`src/crpc_regs.vh`:
```
`ifndef CRPC_REGS_VH
`define CRPC_REGS_VH
// Power-on reset stretch, in clock cycles
`define CRPC_POR_CYCLES 8'h10
// Strap counter value that ends sampling; the strap state lasts this many cycles plus one
`define CRPC_STRAP_CYCLES 4'h4
// Serial-flash idle levels
`define CRPC_FLASH_CLK_IDLE 1'h0
`define CRPC_FLASH_DO_IDLE 1'h0
`define CRPC_FLASH_CS_IDLE 1'h1
// Pin-state codes
`define CRPC_ST_RESET 3'h0
`define CRPC_ST_STRAP 3'h1
`define CRPC_ST_DEFAULT 3'h2
`define CRPC_ST_HSTBY 3'h3
`define CRPC_ST_SSTBY 3'h4
`define CRPC_ST_STREAM 3'h5
`define CRPC_ST_IDLE 3'h6
// Firmware mode request codes
`define CRPC_FW_DEFAULT 2'h0
`define CRPC_FW_SSTBY 2'h1
`define CRPC_FW_STREAM 2'h2
`define CRPC_FW_IDLE 2'h3
`endif

```
`src/crpc_ctrl.v`:
```
// Operation
// - Pulling the hard reset pin low holds the device in full reset until the stretch count runs out after the pin returns high.
// - A soft reset command taken from the serial interface resets the device with no reset pin.
// - An internal power-on reset resets the logic at power-up regardless of the reset pin.
// - In reset the serial data, flash, video and general pins float; pin one floats always.
// - In default and standby states flash clock and data drive low, chip select high, pull-up on.
// - After reset general pins five to two are sampled as straps, then released until firmware.
// - Video outputs drive a configured default in the default state; in the standby, stream and idle states they are driven only when used.
`timescale 1ns/1ps
`default_nettype none
`include "crpc_regs.vh"
module crpc_ctrl #(
    parameter VIDEO_W = 16,
    parameter [VIDEO_W-1:0] VIDEO_DEFAULT = 16'h0000
) (
    input wire clock,
    input wire nrst,
    input wire reset_pin_n,
    input wire por_n,
    input wire soft_reset_cmd,
    input wire standby_pin,
    input wire [1:0] fw_mode,
    input wire video_used,
    input wire [3:0] gpio_fw_oe,
    input wire [3:0] gpio_fw_out,
    input wire [3:0] gpio_pin_in,
    input wire flash_clk_fw,
    input wire flash_do_fw,
    input wire flash_cs_n_fw,
    input wire serial_data_fw_oe,
    input wire frame_valid_fw,
    input wire line_valid_fw,
    input wire pixel_clock_fw,
    input wire [VIDEO_W-1:0] video_data_fw,
    output reg core_reset_n,
    output reg [2:0] pin_state,
    output reg [3:0] strap_value,
    output reg strap_valid,
    output reg serial_data_oe,
    output reg flash_clk_out,
    output reg flash_clk_oe,
    output reg flash_data_out,
    output reg flash_data_oe,
    output reg flash_cs_n_out,
    output reg flash_cs_n_oe,
    output wire flash_data_in_pullup,
    output reg frame_valid_out,
    output reg line_valid_out,
    output reg pixel_clock_out,
    output reg [VIDEO_W-1:0] video_data_out,
    output reg video_oe,
    output reg [3:0] gpio_out,
    output reg [3:0] gpio_oe,
    output wire general_pin_one_out,
    output wire general_pin_one_oe
);
    wire reset_pin_s;
    wire standby_s;
    wire [3:0] gpio_s;
    reg [7:0] por_cnt_q;
    reg [7:0] por_cnt_d;
    reg rst_hold_q;
    reg [3:0] strap_cnt_q;
    reg [2:0] state_q;
    reg [2:0] state_d;

    // Pins come from outside the clock domain
    crpc_sync #(.WIDTH(6)) u_sync (
        .clock(clock),
        .nrst(nrst),
        .async_in({reset_pin_n, standby_pin, gpio_pin_in}),
        .sync_out({reset_pin_s, standby_s, gpio_s})
    );

    // Any of the three sources restarts the reset stretch
    always @*
    begin
        por_cnt_d = por_cnt_q;
        if (!reset_pin_s || soft_reset_cmd)
            por_cnt_d = `CRPC_POR_CYCLES;
        else if (por_cnt_q != 8'h00)
            por_cnt_d = por_cnt_q - 8'h01;
    end

    // Stretch counter loads full on power-on reset
    always @(posedge clock or negedge nrst)
    begin
        if (!nrst)
        begin
            por_cnt_q <= `CRPC_POR_CYCLES;
            rst_hold_q <= 1'b1;
        end
        else if (!por_n)
        begin
            por_cnt_q <= `CRPC_POR_CYCLES;
            rst_hold_q <= 1'b1;
        end
        else
        begin
            por_cnt_q <= por_cnt_d;
            rst_hold_q <= (por_cnt_d != 8'h00);
        end
    end

    // Pin-state sequencing; standby pin wins over firmware modes
    always @*
    begin
        state_d = state_q;
        case (state_q)
            `CRPC_ST_RESET:
                state_d = `CRPC_ST_STRAP;
            `CRPC_ST_STRAP:
                if (strap_cnt_q == `CRPC_STRAP_CYCLES)
                    state_d = `CRPC_ST_DEFAULT;
            default:
            begin
                if (standby_s)
                    state_d = `CRPC_ST_HSTBY;
                else if (fw_mode == `CRPC_FW_SSTBY)
                    state_d = `CRPC_ST_SSTBY;
                else if (fw_mode == `CRPC_FW_STREAM)
                    state_d = `CRPC_ST_STREAM;
                else if (fw_mode == `CRPC_FW_IDLE)
                    state_d = `CRPC_ST_IDLE;
                else
                    state_d = `CRPC_ST_DEFAULT;
            end
        endcase
    end

    // State, strap capture and reset output
    always @(posedge clock or negedge nrst)
    begin
        if (!nrst)
        begin
            state_q <= `CRPC_ST_RESET;
            strap_cnt_q <= 4'h0;
            strap_value <= 4'h0;
            strap_valid <= 1'b0;
            core_reset_n <= 1'b0;
            pin_state <= `CRPC_ST_RESET;
        end
        else if (rst_hold_q)
        begin
            state_q <= `CRPC_ST_RESET;
            strap_cnt_q <= 4'h0;
            strap_valid <= 1'b0;
            core_reset_n <= 1'b0;
            pin_state <= `CRPC_ST_RESET;
        end
        else
        begin
            state_q <= state_d;
            pin_state <= state_d;
            core_reset_n <= 1'b1;
            if (state_q == `CRPC_ST_STRAP)
            begin
                strap_cnt_q <= strap_cnt_q + 4'h1;
                // Last sample taken just before release
                if (strap_cnt_q == `CRPC_STRAP_CYCLES)
                begin
                    strap_value <= gpio_s;
                    strap_valid <= 1'b1;
                end
            end
        end
    end

    // Reset overrides the next state, so pads float on the edge core reset falls
    wire [2:0] drive_state;
    assign drive_state = rst_hold_q ? `CRPC_ST_RESET : state_d;

    // Output drive per pin state; registered so pads never glitch
    always @(posedge clock or negedge nrst)
    begin
        if (!nrst)
        begin
            serial_data_oe <= 1'b0;
            flash_clk_out <= 1'b0;
            flash_clk_oe <= 1'b0;
            flash_data_out <= 1'b0;
            flash_data_oe <= 1'b0;
            flash_cs_n_out <= 1'b0;
            flash_cs_n_oe <= 1'b0;
            frame_valid_out <= 1'b0;
            line_valid_out <= 1'b0;
            pixel_clock_out <= 1'b0;
            video_data_out <= {VIDEO_W{1'b0}};
            video_oe <= 1'b0;
            gpio_out <= 4'h0;
            gpio_oe <= 4'h0;
        end
        else
        begin
            case (drive_state)
                `CRPC_ST_RESET, `CRPC_ST_STRAP:
                begin
                    // All floating while reset or strap sampling
                    serial_data_oe <= 1'b0;
                    flash_clk_oe <= 1'b0;
                    flash_data_oe <= 1'b0;
                    flash_cs_n_oe <= 1'b0;
                    video_oe <= 1'b0;
                    gpio_oe <= 4'h0;
                    flash_clk_out <= 1'b0;
                    flash_data_out <= 1'b0;
                    flash_cs_n_out <= 1'b0;
                    frame_valid_out <= 1'b0;
                    line_valid_out <= 1'b0;
                    pixel_clock_out <= 1'b0;
                    video_data_out <= {VIDEO_W{1'b0}};
                    gpio_out <= 4'h0;
                end
                `CRPC_ST_STREAM, `CRPC_ST_IDLE:
                begin
                    // Firmware owns the flash and serial pins here
                    serial_data_oe <= serial_data_fw_oe;
                    flash_clk_out <= flash_clk_fw;
                    flash_data_out <= flash_do_fw;
                    flash_cs_n_out <= flash_cs_n_fw;
                    flash_clk_oe <= 1'b1;
                    flash_data_oe <= 1'b1;
                    flash_cs_n_oe <= 1'b1;
                    video_oe <= video_used;
                    frame_valid_out <= frame_valid_fw;
                    line_valid_out <= line_valid_fw;
                    pixel_clock_out <= pixel_clock_fw;
                    video_data_out <= video_data_fw;
                    gpio_oe <= gpio_fw_oe;
                    gpio_out <= gpio_fw_out;
                end
                default:
                begin
                    // Default and both standby states
                    serial_data_oe <= 1'b0;
                    flash_clk_out <= `CRPC_FLASH_CLK_IDLE;
                    flash_data_out <= `CRPC_FLASH_DO_IDLE;
                    flash_cs_n_out <= `CRPC_FLASH_CS_IDLE;
                    flash_clk_oe <= 1'b1;
                    flash_data_oe <= 1'b1;
                    flash_cs_n_oe <= 1'b1;
                    if (drive_state == `CRPC_ST_DEFAULT)
                    begin
                        // Configured default level, driven once strap sampling ends
                        video_oe <= 1'b1;
                        frame_valid_out <= 1'b0;
                        line_valid_out <= 1'b0;
                        pixel_clock_out <= 1'b0;
                        video_data_out <= VIDEO_DEFAULT;
                        gpio_oe <= 4'h0;
                        gpio_out <= 4'h0;
                    end
                    else
                    begin
                        video_oe <= video_used;
                        frame_valid_out <= frame_valid_fw;
                        line_valid_out <= line_valid_fw;
                        pixel_clock_out <= pixel_clock_fw;
                        video_data_out <= video_data_fw;
                        gpio_oe <= gpio_fw_oe;
                        gpio_out <= gpio_fw_out;
                    end
                end
            endcase
        end
    end

    // Pull-up never switched off; pin one never driven
    assign flash_data_in_pullup = 1'b1;
    assign general_pin_one_out = 1'b0;
    assign general_pin_one_oe = 1'b0;
endmodule // crpc_ctrl
`default_nettype wire

```
`src/crpc_sync.v`:
```
`timescale 1ns/1ps
`default_nettype none
module crpc_sync #(
    parameter WIDTH = 1
) (
    input wire clock,
    input wire nrst,
    input wire [WIDTH-1:0] async_in,
    output wire [WIDTH-1:0] sync_out
);
    reg [WIDTH-1:0] meta_q;
    reg [WIDTH-1:0] sync_q;

    // Two stages; first stage feeds only the second
    always @(posedge clock or negedge nrst)
    begin
        if (!nrst)
        begin
            meta_q <= {WIDTH{1'b0}};
            sync_q <= {WIDTH{1'b0}};
        end
        else
        begin
            meta_q <= async_in;
            sync_q <= meta_q;
        end
    end

    assign sync_out = sync_q;
endmodule // crpc_sync
`default_nettype wire

```
`config.mk`:
```
export PLATFORM = sky130hd
export DESIGN_NAME = crpc_ctrl
export DESIGN_NICKNAME = d
export VERILOG_FILES = /design/src/crpc_ctrl.v /design/src/crpc_sync.v
export VERILOG_INCLUDE_DIRS = /design/src
export SDC_FILE = /design/constraint.sdc
export NUM_CORES = 1
export LEC_CHECK = 0
export BUFFER_PORTS_ARGS = -buffer_cell sky130_fd_sc_hd__buf_2
export CAP_MARGIN = 20
export CORE_UTILIZATION = 53
export CTS_CLUSTER_DIAMETER = 120
export DETAILED_ROUTE_END_ITERATION = 8
export PLACE_DENSITY = 0.84
export SYNTH_ARGS = -nofsm -noshare
export SYNTH_HDL_FRONTEND = slang
export SYNTH_HIERARCHICAL = 1
export SYNTH_SLANG_ARGS = --single-unit
```
`constraint.sdc`:
```
create_clock -name clock -period 3.2 [get_ports clock]
set_input_delay 0.32 -clock clock [delete_from_list [all_inputs] [get_ports clock]]
set_output_delay 0.32 -clock clock [all_outputs]
set_load 0.02 [all_outputs]
```
**Word-level counts from Yosys, hierarchy flattened**

Index checks and enable logic that the tools add are counted.

- Bits in registers: 67
- Input bits: 44
- Output and inout port bits: 47
- Word-level logic and storage cells: 81

- Add/sub/neg operators: 2
- Equal/unequal tests: 9
- Muxes and demuxes: 36
- Bitwise gates (word level): 1
- Reductions and logical operators: 12

Operators by type and width:

| operator | number |
|---|---|
| 16-bit case mux with 2 select lines | 1 |
| 8-bit 2-to-1 mux | 3 |
| 3-bit 2-to-1 mux | 6 |
| 16-bit 2-to-1 mux | 1 |
| 4-bit 2-to-1 mux | 4 |
| 4-bit case mux with 2 select lines | 2 |
| 8-bit nonzero test | 2 |
| 1-bit 2-to-1 mux | 13 |
| 1-bit case mux with 2 select lines | 5 |
| 8-bit by 1-bit subtractor with 8-bit output, second input constant | 1 |
| 3-bit by 1-bit equality test with 1-bit output, second input constant | 2 |
| 3-bit equality test, second input constant | 2 |
| 3-bit zero test | 2 |
| 3-bit case mux with 2 select lines | 1 |
| 4-bit by 1-bit adder with 4-bit output, second input constant | 1 |
| 2-bit equality test, second input constant | 2 |
| 4-bit by 3-bit equality test with 1-bit output, second input constant | 1 |
| 2-bit nonzero test | 2 |
| 2-bit OR reduction | 2 |
| 3-bit by 2-bit equality test with 1-bit output, second input constant | 1 |
| 3-bit AND reduction | 1 |
| 2-bit by 1-bit equality test with 1-bit output, second input constant | 1 |
| 2-bit AND reduction | 1 |
| 1-bit zero test | 1 |
| other kinds (2) | 2 |

**Longest topological paths before layout**

Gate-level depths: netlist of the first run.

- Depth after elaboration: 10
- Depth in mapped cells: 7
- Mapped depth without buffers: 6

**By module**

The synthesis of the first run kept the hierarchy.

Modules (own cells, without submodules):

| module | instances | cells each | area each (µm²) | seq. area each (µm²) |
|---|---|---|---|---|
| crpc_ctrl | 1 | 196 | 2383.5 | 1378.8 |
| crpc_sync | 1 | 12 | 300.3 | 300.3 |

**Worst setup path after synthesis of the first run**

Ideal clock, no wire load.

- Path type: register to register
- Start point: reg state_q[2]
- End point: reg frame_valid_out
- Setup time: 118 ps
- Arrival: 1726 ps
- Required time: 3082 ps
- Slack: 1356 ps
- Stages on the path, launching flop included: 7
- Buffers on the path: 2
- Clock period less this slack: 1844 ps
- Cells stage by stage: dfrtp_1 -> or3b_1 -> buf_6 -> o221a_4 -> a21oi_4 -> buf_6 -> nor2b_2

- Longest elaborated chain between the ends: 6
- Elaborated cells on any way between the ends: 14
- Those cells by class: 5 x eq/ne; 5 x mux; 4 x reduce/logical

Ends and longest elaborated chain:

| item | RTL line | text |
|---|---|---|
| start, declared | crpc_ctrl.v:64 | `reg [2:0] state_q;` |
| start signal, assigned | crpc_ctrl.v:136 | `` state_q <= `CRPC_ST_RESET; `` |
| start signal, assigned | crpc_ctrl.v:145 | `` state_q <= `CRPC_ST_RESET; `` |
| start signal, assigned | crpc_ctrl.v:153 | `state_q <= state_d;` |
| 3-bit by 1-bit equality test with 1-bit output or 3-bit zero test (tied branches) | crpc_ctrl.v:109 | `case (state_q)` |
| 3-bit case mux with 2 select lines (*) | crpc_ctrl.v:109 |  |
| 3-bit 2-to-1 mux (*) | crpc_ctrl.v:171 | `` assign drive_state = rst_hold_q ? `CRPC_ST_RESET : state_d; `` |
| via drive_state[0] | crpc_ctrl.v:170 | `wire [2:0] drive_state;` |
| 3-bit by 2-bit equality test with 1-bit output (no source line) (tied with other cells) | - |  |
| 1-bit 2-to-1 mux or 2-bit OR reduction (tied branches) | crpc_ctrl.v:242, crpc_ctrl.v:195 |  |
| 1-bit case mux with 2 select lines (*) | crpc_ctrl.v:195 | `case (drive_state)` |
| end signal, assigned | crpc_ctrl.v:225 | `frame_valid_out <= frame_valid_fw;` |
| end signal, assigned | crpc_ctrl.v:256 | `frame_valid_out <= frame_valid_fw;` |
| end, declared | crpc_ctrl.v:47 | `output reg frame_valid_out,` |

The timed path passes the listed nets; every way through them passes the cells marked *.
A chain may end at the register's enable or synchronous reset.

**Worst setup path after layout of the first run**

- Start point: reg state_q[2]
- End point: reg video_data_out[0]

- Longest elaborated chain between the ends: 6
- Elaborated cells on any way between the ends: 14
- Those cells by class: 5 x eq/ne; 5 x mux; 4 x reduce/logical

Ends and longest elaborated chain:

| item | RTL line | text |
|---|---|---|
| 3-bit by 1-bit equality test with 1-bit output or 3-bit zero test (tied branches) | crpc_ctrl.v:109 |  |
| 3-bit case mux with 2 select lines (*) | crpc_ctrl.v:109 |  |
| 3-bit 2-to-1 mux (*) | crpc_ctrl.v:171 |  |
| via drive_state[0] | crpc_ctrl.v:170 |  |
| 3-bit by 2-bit equality test with 1-bit output (no source line) (tied with other cells) | - |  |
| 16-bit 2-to-1 mux or 2-bit OR reduction (tied branches) | crpc_ctrl.v:242, crpc_ctrl.v:195 |  |
| 16-bit case mux with 2 select lines (*) | crpc_ctrl.v:195 |  |
| end signal, assigned | crpc_ctrl.v:188 | `video_data_out <= {VIDEO_W{1'b0}};` |
| end signal, assigned | crpc_ctrl.v:211 | `video_data_out <= {VIDEO_W{1'b0}};` |
| end signal, assigned | crpc_ctrl.v:259 | `video_data_out <= video_data_fw;` |
| end, declared | crpc_ctrl.v:50 | `output reg [VIDEO_W-1:0] video_data_out,` |

Marks and branches as above.

==> impl_metrics.yaml, run 1 <==
sta:
  fin_ws_ns: 1.24
  worst_pin_slew_ns: 0.838
  maxSlewViolCount: 0
  setup_viol: 0
  hold_viol_final: 0
  fin_skew_ns: 0.00858
  min_period_over_period_pct: 61.3
  period_minus_slack_ns: 1.96
  rsz0062_at_grt: "false"
  tns_ns: 0
  relSlewSlack_pct: 43.7
  fmax_ghz: 0.510
  timing.hold.ws_ns: 0.0847
setup_path:
  cp_slowest_cell: "or3b_1"
  required_ns: 3.40
  cp.arrival_ns: 2.17
  end_kind: "flip-flop"
  critical_path_class: "reg2reg"
  start_kind: "flip-flop"
  cp_num_buf_inv: 1
  critPathMaxStageDelay_ns: 0.52
  critPathTopFamily: "simple AND/OR/NAND/NOR gates"
  path_max_fanout: 27
  r2r_cells: 5
  crit_path_cell_trace: "or3b_1 -> o221a_4 -> a21oi_4 -> buf_4 -> nor2b_1"
  cp_num_cells: 5
yosys:
  synth_cell_type_count: 44
  synth-seq-cells: 67
  syn_avg_cell_area_um2: 12.9
  synthAdderAreaFrac_pct: 2.80
  syn-cell-area_mm2: 0.00268
  yosysWarnings: 6
  synthMuxAreaShare_pct: 2.05
  ys_seq_area_share_pct: 62.6
  synth_edf_count: 0
  synth_compound_area_share_pct: 4.90
  synth_top_area_share_pct: 60.6
  ys.flop_type: "dfrtp_1"
  synth_largest_area_cell: "dfrtp_1"
  netlist_instances: 208
  synth_xor_area_share_pct: 2.61
  synth_async_sr_flop_share_pct: 100
  synthSimpleGateAreaFrac_pct: 20.1
  synth_area_leaders: "dfrtp_1 61%, nor2b_2 6.5%, ha_1 2.8%"
  synth_top_family_by_area: "simple AND/OR/NAND/NOR gates"
routing:
  route.detailed.drc: 0
  drt.antenna.violating_nets: 0
  first_pass_iters: 4
  post_drt_wl_per_cell_um: 13.6
  wirelength_um: 5040
  num_vias: 1808
  drt_iter0_drc: 87
  viasPerCell: 4.86
global_route:
  grtUsageMet3_pct: 9.53
  overflow: 0
  grt_pass1_wl_um: 8060
  grt_util_met1_pct: 25.8
  grt_max_degree: 49
  grt_pass1_vias: 1810
  track_usage_pct: 21.1
  grt_antenna_before_repair: 0
  busiest_layer: "met2"
  grtUsageMet2_pct: 31.0
cells_and_area:
  drive_gt1_share_pct: 46.2
  diodes: 0
  multi_input_area_um2: 882
  layout_commonest_cell: "buf_2"
  fill_cells: 334
  area_growth_pct: 26.5
  final_cell_mix: "87 x buf_2, 65 x dfrtp_1, 20 x nor2b_2"
  seq_area_mm2: 0.00168
  stdcell_count: 372
  layout.nets: 350
power_and_ir_drop:
  p_per_area_mw_per_mm2: 515
  vdd_drop_max_mv: 0.365
  total_power_mw: 1.75
  leakagePower_nw: 1.81
cts:
  clk_latency_ns: 0.34
  root_buffer: "clkbuf_8"
  clk_pin_slew_worst_paths_ns: 0.07
  htree_levels: 3
  cts_sinks: 67
  ctsLongestPathBuffers: 2
  cts_tree: "built"
  cts_buffers: 9
floorplanning:
  io_pins: 91
  row_count: 25
  die_w_um: 73.2
  dieArea_mm2: 0.00535
  die_h_um: 73.2
  start_util_pct: 56.1
  core_mm2: 0.00479
run_status:
  status: "completed"
place:
  pre_cts_ws_ns: 1.25
  gp_congestion: 0.862
  dp_hpwl_um: 3540
  dp.cells: 354
  portBuffers: 87
worst_hold_path:
  hp-class: "in2reg"
  holdPathStages: 1
job:
  max_cap_viol_count: 0
[synthesized netlist by cell type (2+ instances only)]
master	count
o21ai_0	3
xnor2_1	6
dfstp_2	2
nor3b_1	3
or2_2	3
xor2_1	2
nand2_1	6
mux2_2	4
a31oi_1	2
clkbuf_1	2
nor2_1	14
nand3b_1	2
buf_4	5
nor2b_1	9
and2_1	2
a21oi_1	3
conb_1	2
inv_1	10
nand3_1	4
ha_1	6
or3_1	2
buf_6	3
nor3_1	7
and3_1	3
nor2b_2	20
dfrtp_1	65
[routing by layer]
layer  part of all wire, %  wire length, um  vias up
met5                     0                0        -
met1                    42             2110      858
met4                   1.3               65        0
met3                   9.9              497        4
met2                    47             2370       82
li1                      -                -      864
[power breakdown]
group | internal [mW] | leakage (nW) | switching [mW]
logic | 0.0483 | 0.789 | 0.0492
registers | 0.858 | 0.900 | 0.00840
clock network | 0.461 | 0.117 | 0.323
total | 1.37 | 1.81 | 0.380
[per-stage QoR]
| step | instance area (um2) | utilization (%) |
|---|---|---|
| finish | 3400 | 71.0 |
| global route | 3400 | 71.0 |
| CTS | 3370 | 70.3 |
| detailed placement | 3140 | 65.6 |
| global placement | 3140 | 65.6 |
| floorplan | 2690 | - |
[state kept, by name, summed over array words and instances (netlist names)]
name,flops
core_reset_n,1
flash_clk_out,1
flash_cs_n_oe,1
flash_cs_n_out,1
flash_data_out,1
frame_valid_out,1
gpio_oe,4
gpio_out,4
line_valid_out,1
pixel_clock_out,1
por_cnt_q,8
rst_hold_q,1
serial_data_oe,1
state_q,3
strap_cnt_q,4
strap_valid,1
strap_value,4
u_sync/meta_q,6
u_sync/sync_out,6
video_data_out,16
video_oe,1
[logic make-up (layout without fill, tap and decap cells)]
group	count (synthesis)	in the layout
mux	5	5
fa+ha+maj	6	6
other cells	2	3
compound gates	16	16
buf+inv	22	118
simple gates	82	82
xor+xnor	8	8
flops	67	67
[worst register-to-register path: stages, from the launching register on]
cell and delay (ns):
dfrtp_1 0.39, or3b_1 0.52, o221a_4 0.36, a21oi_4 0.11
buf_4 0.35, nor2b_1 0.10
[area by class of cell]
type	instances	area share, %
repair buffers	92	14.4
clock inverters	6	2.58
multi-input cells	120	26.0
clock buffers	10	4.05
well taps	67	2.47
flip-flops and latches	67	49.4
inverters	10	1.11
[path summary, 6_finish.rpt]
path | start | slack (ns) | endpoint
setup / recovery | state_q[2] | 1.24 | video_data_out[0]
hold / removal | reset_pin_n | 0.08 | u_sync/meta_q[5]
setup reg to reg | state_q[2] | 1.24 | video_data_out[0]
hold reg to reg | u_sync/meta_q[5] | 0.35 | u_sync/sync_out[5]
max in group asynchronous | nrst | 2.15 | strap_value[1]
min in group asynchronous | nrst | 0.37 | u_sync/sync_out[5]
[what timing repair did]
item,4_1_cts,5_1_grt
hold buffers,0,1
endpoints found under the hold margin,0,7
setup buffers,0,0
gates resized for setup,0,0
Note: power is estimated with default switching activity, not from simulation.
==> run 2, diff against run 1 <==
--- a/config.mk
+++ b/config.mk
@@ -6,12 +6,13 @@
 export SDC_FILE = /design/constraint.sdc
 export NUM_CORES = 1
 export LEC_CHECK = 0
+export ABC_AREA = 1
 export BUFFER_PORTS_ARGS = -buffer_cell sky130_fd_sc_hd__buf_2
 export CAP_MARGIN = 20
-export CORE_UTILIZATION = 53
+export CORE_UTILIZATION = 50
 export CTS_CLUSTER_DIAMETER = 120
 export DETAILED_ROUTE_END_ITERATION = 8
-export PLACE_DENSITY = 0.84
+export PLACE_DENSITY = 0.79
 export SYNTH_ARGS = -nofsm -noshare
 export SYNTH_HDL_FRONTEND = slang
 export SYNTH_HIERARCHICAL = 1
==> constraint.sdc (replaced) <==
create_clock -name clock -period 2 [get_ports clock]
set_input_delay 0.2 -clock clock [delete_from_list [all_inputs] [get_ports clock]]
set_output_delay 0.2 -clock clock [all_outputs]
set_load 0.02 [all_outputs]
==> run 2 against run 1 <==
  * Cell count is 23% higher
  * Flip-flop and latch count stayed put
  * Clock skew grew 0.00073 ns
  * First-iteration DRC count shrank 25%
  * Largest cell class unchanged
  * Combinational power is 85% higher
  * Register-to-register slack got worse by 0.97 ns
  * Area after synthesis up 0.56%
  * Synthesized cell count grew 36%
  * Die area rose by 6.4%
  * Sequential power rose by 59%
  * Non-clock buffer count is 5 higher
==> impl_metrics.yaml, run 2 <==
setup_path:
  r2r_cells: 10
  cp.arrival_ns: 1.95
  path_max_fanout: 27
  critical_path_class: "reg2reg"
  required_ns: 2.21
  end_kind: "flip-flop"
  start_kind: "flip-flop"
worst_hold_path:
  hp-class: "in2reg"
  holdPathStages: 3
routing:
  drt.antenna.violating_nets: 0
  wirelength_um: 5240
  drt_iter0_drc: 65
  first_pass_iters: 4
  route.detailed.drc: 0
  post_drt_wl_per_cell_um: 11.4
  num_vias: 2098
  viasPerCell: 4.57
yosys:
  synth_async_sr_flop_share_pct: 100
  synth_cell_type_count: 26
  netlist_instances: 282
  synth-seq-cells: 67
  synth_most_common_cell: "dfrtp_1"
  syn_avg_cell_area_um2: 9.57
  syn-cell-area_mm2: 0.00270
  synth_area_leaders: "dfrtp_1 60%, inv_1 7.9%, nor2_1 7.8%"
  yosysWarnings: 6
  yosys-top-cells-count: "65 x dfrtp_1, 57 x inv_1, 56 x nor2_1, 42 x nand2_1, 16 x nand3_1"
  synth_largest_area_cell: "dfrtp_1"
  synth_edf_count: 0
  ys_seq_area_share_pct: 62.2
  synth_top_area_share_pct: 60.3
  ys.flop_type: "dfrtp_1"
global_route:
  grt_pass1_wl_um: 8370
  grt_max_degree: 28
  track_usage_pct: 20.3
  grt_pass1_vias: 2018
  overflow: 0
  grt_antenna_before_repair: 0
cells_and_area:
  layout.nets: 434
  layout_commonest_cell: "buf_2"
  stdcell_count: 459
  seq_area_mm2: 0.00168
  area_growth_pct: 29.1
  multi_input_area_um2: 742
  fill_cells: 432
  drive_gt1_share_pct: 31.4
  largest_register_ffs: 16
  final_cell_mix: "87 x buf_2, 65 x dfrtp_1, 57 x inv_1"
  fin_util_pct: 67.8
  final_area_mm2: 0.00348
  reg.largest.list: "video_data_out (16), por_cnt_q (8)"
  top_register: "video_data_out"
  diodes: 0
floorplanning:
  io_pins: 91
  dieArea_mm2: 0.00570
  die_w_um: 75.5
  row_count: 26
  die_h_um: 75.5
  core_mm2: 0.00514
  start_util_pct: 52.5
power_and_ir_drop:
  switching_share_pct: 22.0
  vdd_drop_max_mv: 0.691
  p_switching_mw: 0.617
  power_frac_seq_pct: 49.5
  p_per_area_mw_per_mm2: 803
  p_int_mw: 2.18
  leakagePower_nw: 2.09
  combPwrFrac_pct: 6.4
  p_clk_share_pct: 44.1
  total_power_mw: 2.80
sta:
  setup_viol: 0
  timing.hold.ws_ns: 0.0627
  hold_viol_final: 0
  worst_pin_slew_ns: 0.532
  maxSlewViolCount: 0
  relSlewSlack_pct: 64.5
  fin_ws_ns: 0.264
  fin_skew_ns: 0.00931
  fmax_ghz: 0.576
  min_period_over_period_pct: 86.8
  period_minus_slack_ns: 1.74
  tns_ns: 0
  rsz0062_at_grt: "false"
cts:
  ctsLongestPathBuffers: 2
  htree_levels: 3
  cts_tree: "built"
  cts_buffers: 9
  clk_latency_ns: 0.34
  root_buffer: "clkbuf_8"
  clk_pin_slew_worst_paths_ns: 0.07
  cts_sinks: 67
place:
  pre_cts_ws_ns: 0.298
  gp_congestion: 0.828
  placed_area_mm2: 0.00319
  dp.cells: 436
  portBuffers: 87
  dp_hpwl_um: 3840
run_status:
  status: "completed"
job:
  max_cap_viol_count: 0
run 2: cell type report:
type	instances	area share, %
sequential	67	48.2
multi-input combinational	150	21.3
timing repair buffer	97	15.2
inverter	59	6.36
clock buffer	10	3.95
clock inverter	6	2.55
tap	70	2.51
run 2: cells by family after synthesis:
kind of cell / share of synthesized area (%)
fa+ha+maj: 2.78
xor+xnor: 0.325
mux: 1.67
other cells: 0.278
simple gates: 19.8
compound gates: 2.50
buf+inv: 10.4
flops: 62.2
run 2: path summary, 6_finish.rpt:
check	from	endpoint	slack, ns
max	strap_cnt_q[1]	gpio_oe[0]	0.26
min	frame_valid_fw	frame_valid_out	0.06
max reg2reg	strap_cnt_q[1]	gpio_oe[0]	0.26
min reg2reg	u_sync/meta_q[2]	u_sync/sync_out[2]	0.35
max in group asynchronous	nrst	strap_value[0]	0.90
min in group asynchronous	nrst	frame_valid_out	0.38
run 2: what timing repair did:
item                                   4_1_cts  5_1_grt
setup buffers                                0        0
gates resized for setup                      0        0
endpoints found under the hold margin       28        0
hold buffers                                 7        0
setup endpoints to repair                    0        0
run 2: power groups by stage:
stage / logic [mW] / clock network, mW / registers [mW]
floorplan: 0.0863 / 0 / 1.41
detailed placement: 0.171 / 0 / 1.41
global route: 0.208 / 1.31 / 1.39
finish: 0.180 / 1.23 / 1.38
global placement: 0.166 / 0 / 1.41
CTS: 0.182 / 1.26 / 1.38
run 2: critical path, stage by stage, from the launching register on:
cell	delay, ns
dfrtp_1	0.41
inv_1	0.09
ha_1	0.15
nand2_1	0.06
nor2_2	0.11
nand2_1	0.11
nand2_2	0.12
inv_2	0.06
a21oi_4	0.10
buf_4	0.29
nor2_1	0.09
run 2: routing by layer:
metal | part of all wire (%) | GRT usage [%] | vias to the layer above
met4 | 1.8 | 8.02 | 0
li1 | - | - | 1035
met2 | 50 | 33.8 | 69
met3 | 8.1 | 8.99 | 9
met5 | 0 | 0 | -
met1 | 40 | 23.0 | 985
==> run 3, diff against run 2 <==
--- a/config.mk
+++ b/config.mk
@@ -12,6 +12,7 @@
 export CORE_UTILIZATION = 50
 export CTS_CLUSTER_DIAMETER = 120
 export DETAILED_ROUTE_END_ITERATION = 8
+export MAX_ROUTING_LAYER = met4
 export PLACE_DENSITY = 0.79
 export SYNTH_ARGS = -nofsm -noshare
 export SYNTH_HDL_FRONTEND = slang
==> run 3 against run 2 <==
  * Non-clock buffer count unchanged
  * Sequential power barely moved
  * Cell count is the same
  * Setup slack is essentially flat
  * Register-to-register slack is essentially flat
  * Clock power about the same
  * Clock skew is essentially flat
  * Maximum frequency about the same
  * Combinational power is essentially flat
  * Highest routed layer unchanged
  * Routed wire length increased by 0.13%
  * Critical path depth did not move
  * Worst hold slack worse by 0.0027 ns
==> impl_metrics.yaml, run 3 (synthesis gave the netlist of run 2 again) <==
routing:
  num_vias: 2103
  post_drt_wl_per_cell_um: 11.4
  drt.antenna.violating_nets: 0
  drt_iter0_drc: 70
  viasPerCell: 4.58
  route.detailed.drc: 0
  wirelength_um: 5250
  first_pass_iters: 4
setup_path:
  r2r-start: "strap_cnt_q[1]"
  crit_path_cell_trace: "inv_1 -> ha_1 -> nand2_1 -> nor2_2 -> nand2_1 -> nand2_2 -> inv_2 -> a21oi_4 -> buf_4 -> nor2_1"
  reg2reg_slack_ns: 0.26
  critPathTopFamily: "simple AND/OR/NAND/NOR gates"
  path_max_fanout: 27
  cp.arrival_ns: 1.95
  cp_num_buf_inv: 3
  end_kind: "flip-flop"
  start_kind: "flip-flop"
  cp_slowest_cell: "dfrtp_1"
  r2r_cells: 10
  critPathMaxStageDelay_ns: 0.41
  critPathMostFrequentCell: "nand2_1"
  required_ns: 2.22
  critical_path_class: "reg2reg"
  r2r_end: "gpio_oe[0]"
sta:
  worst_pin_slew_ns: 0.532
  setup_viol: 0
  min_period_over_period_pct: 86.8
  hold_viol_final: 0
  maxSlewViolCount: 0
  relSlewSlack_pct: 64.5
  fin_skew_ns: 0.00885
  fmax_ghz: 0.576
  tns_ns: 0
  fin_ws_ns: 0.265
  period_minus_slack_ns: 1.74
  rsz0062_at_grt: "false"
cts:
  clk_latency_ns: 0.34
  htree_levels: 3
  ctsLongestPathBuffers: 2
  cts_tree: "built"
  post_cts_buffers: 0
  cts_resized: 0
  clk_pin_slew_worst_paths_ns: 0.07
  cts_buffers: 9
  cts_sinks: 67
  root_buffer: "clkbuf_8"
  hold_buffers: 7
job:
  max_cap_viol_count: 0
run_status:
  status: "completed"
floorplanning:
  die_h_um: 75.5
  dieArea_mm2: 0.00570
  core_mm2: 0.00514
  start_util_pct: 52.5
  row_count: 26
  io_pins: 91
  die_w_um: 75.5
power_and_ir_drop:
  combPwrFrac_pct: 6.4
  p_clk_share_pct: 44.1
  vdd_drop_max_mv: 0.689
  switching_share_pct: 22.1
  p_int_mw: 2.18
  p_switching_mw: 0.619
  p_per_area_mw_per_mm2: 804
  leakagePower_nw: 2.09
  power_frac_seq_pct: 49.4
cells_and_area:
  fill_cells: 432
  drive_gt1_share_pct: 31.4
  layout.nets: 434
  diodes: 0
  area_growth_pct: 29.1
  top_register: "video_data_out"
  largest_register_ffs: 16
  reg.largest.list: "video_data_out (16), por_cnt_q (8)"
  final_cell_mix: "87 x buf_2, 65 x dfrtp_1, 57 x inv_1"
  final_area_mm2: 0.00348
  layout_commonest_cell: "buf_2"
  multi_input_area_um2: 742
  seq_area_mm2: 0.00168
place:
  pre_cts_ws_ns: 0.298
  placed_area_mm2: 0.00319
  dp_hpwl_um: 3840
  portBuffers: 87
  gp_congestion: 0.840
worst_hold_path:
  hp-class: "in2reg"
  min_to: "frame_valid_out"
  holdPathStages: 3
  min_from: "frame_valid_fw"
global_route:
  grt_antenna_before_repair: 0
  overflow: 0
  grt_pass1_wl_um: 8370
  grt_max_degree: 28
  grt_pass1_vias: 2018
  track_usage_pct: 20.9
-- run 3: cell counts in the layout (fill, tap and decap cells not counted) --
No cell type changed its count.
-- run 3: power by group through the flow --
stage                     Combinational [mW]  Clock (mW)  Sequential, mW
after CTS                              0.182        1.26            1.38
final                                  0.180        1.24            1.39
after global routing                   0.208        1.31            1.39
after detailed placement               0.171           0            1.41
after floorplan                       0.0863           0            1.41
after global placement                 0.166           0            1.41
-- run 3: how the worst max path moves through the flow --
stage,start,to,slack [ns],cells past startpoint
CTS,strap_cnt_q[1],gpio_oe[0],0.26,10
detailed placement,strap_cnt_q[1],gpio_out[3],0.30,10
global route,strap_cnt_q[0],video_data_out[6],0.11,10
floorplan,strap_cnt_q[1],gpio_oe[3],0.47,10
global placement,strap_cnt_q[1],gpio_oe[3],0.38,10
finish,strap_cnt_q[1],gpio_oe[0],0.26,10
-- run 3: final cells by class --
class,count,area share (%)
sequential,67,48.2
clock buffer,10,3.95
inverter,59,6.36
tap,70,2.51
timing repair buffer,97,15.2
multi-input combinational,150,21.3
clock inverter,6,2.55
-- run 3: per-layer routing --
layer / global-route usage [%] / part of all wire [%]
met3: 8.20 / 7.3
met5: - / 0
met4: 8.02 / 1.7
met1: 23.5 / 41
met2: 33.8 / 50
-- run 3: metrics by stage --
step	hold WS (ns)	instances	total power, mW	util (%)
floorplan	-0.0956	283	1.50	-
global placement	0.208	436	1.58	62.0
detailed placement	0.211	436	1.58	62.0
CTS	0.0502	459	2.82	67.8
global route	0.0547	459	2.90	67.8
finish	0.0600	459	2.80	67.8
-- run 3: worst register-to-register path: stages (launching register included) --
cell	delay [ns]
dfrtp_1	0.41
inv_1	0.09
ha_1	0.15
nand2_1	0.06
nor2_2	0.11
nand2_1	0.11
nand2_2	0.12
inv_2	0.06
a21oi_4	0.10
buf_4	0.29
nor2_1	0.10
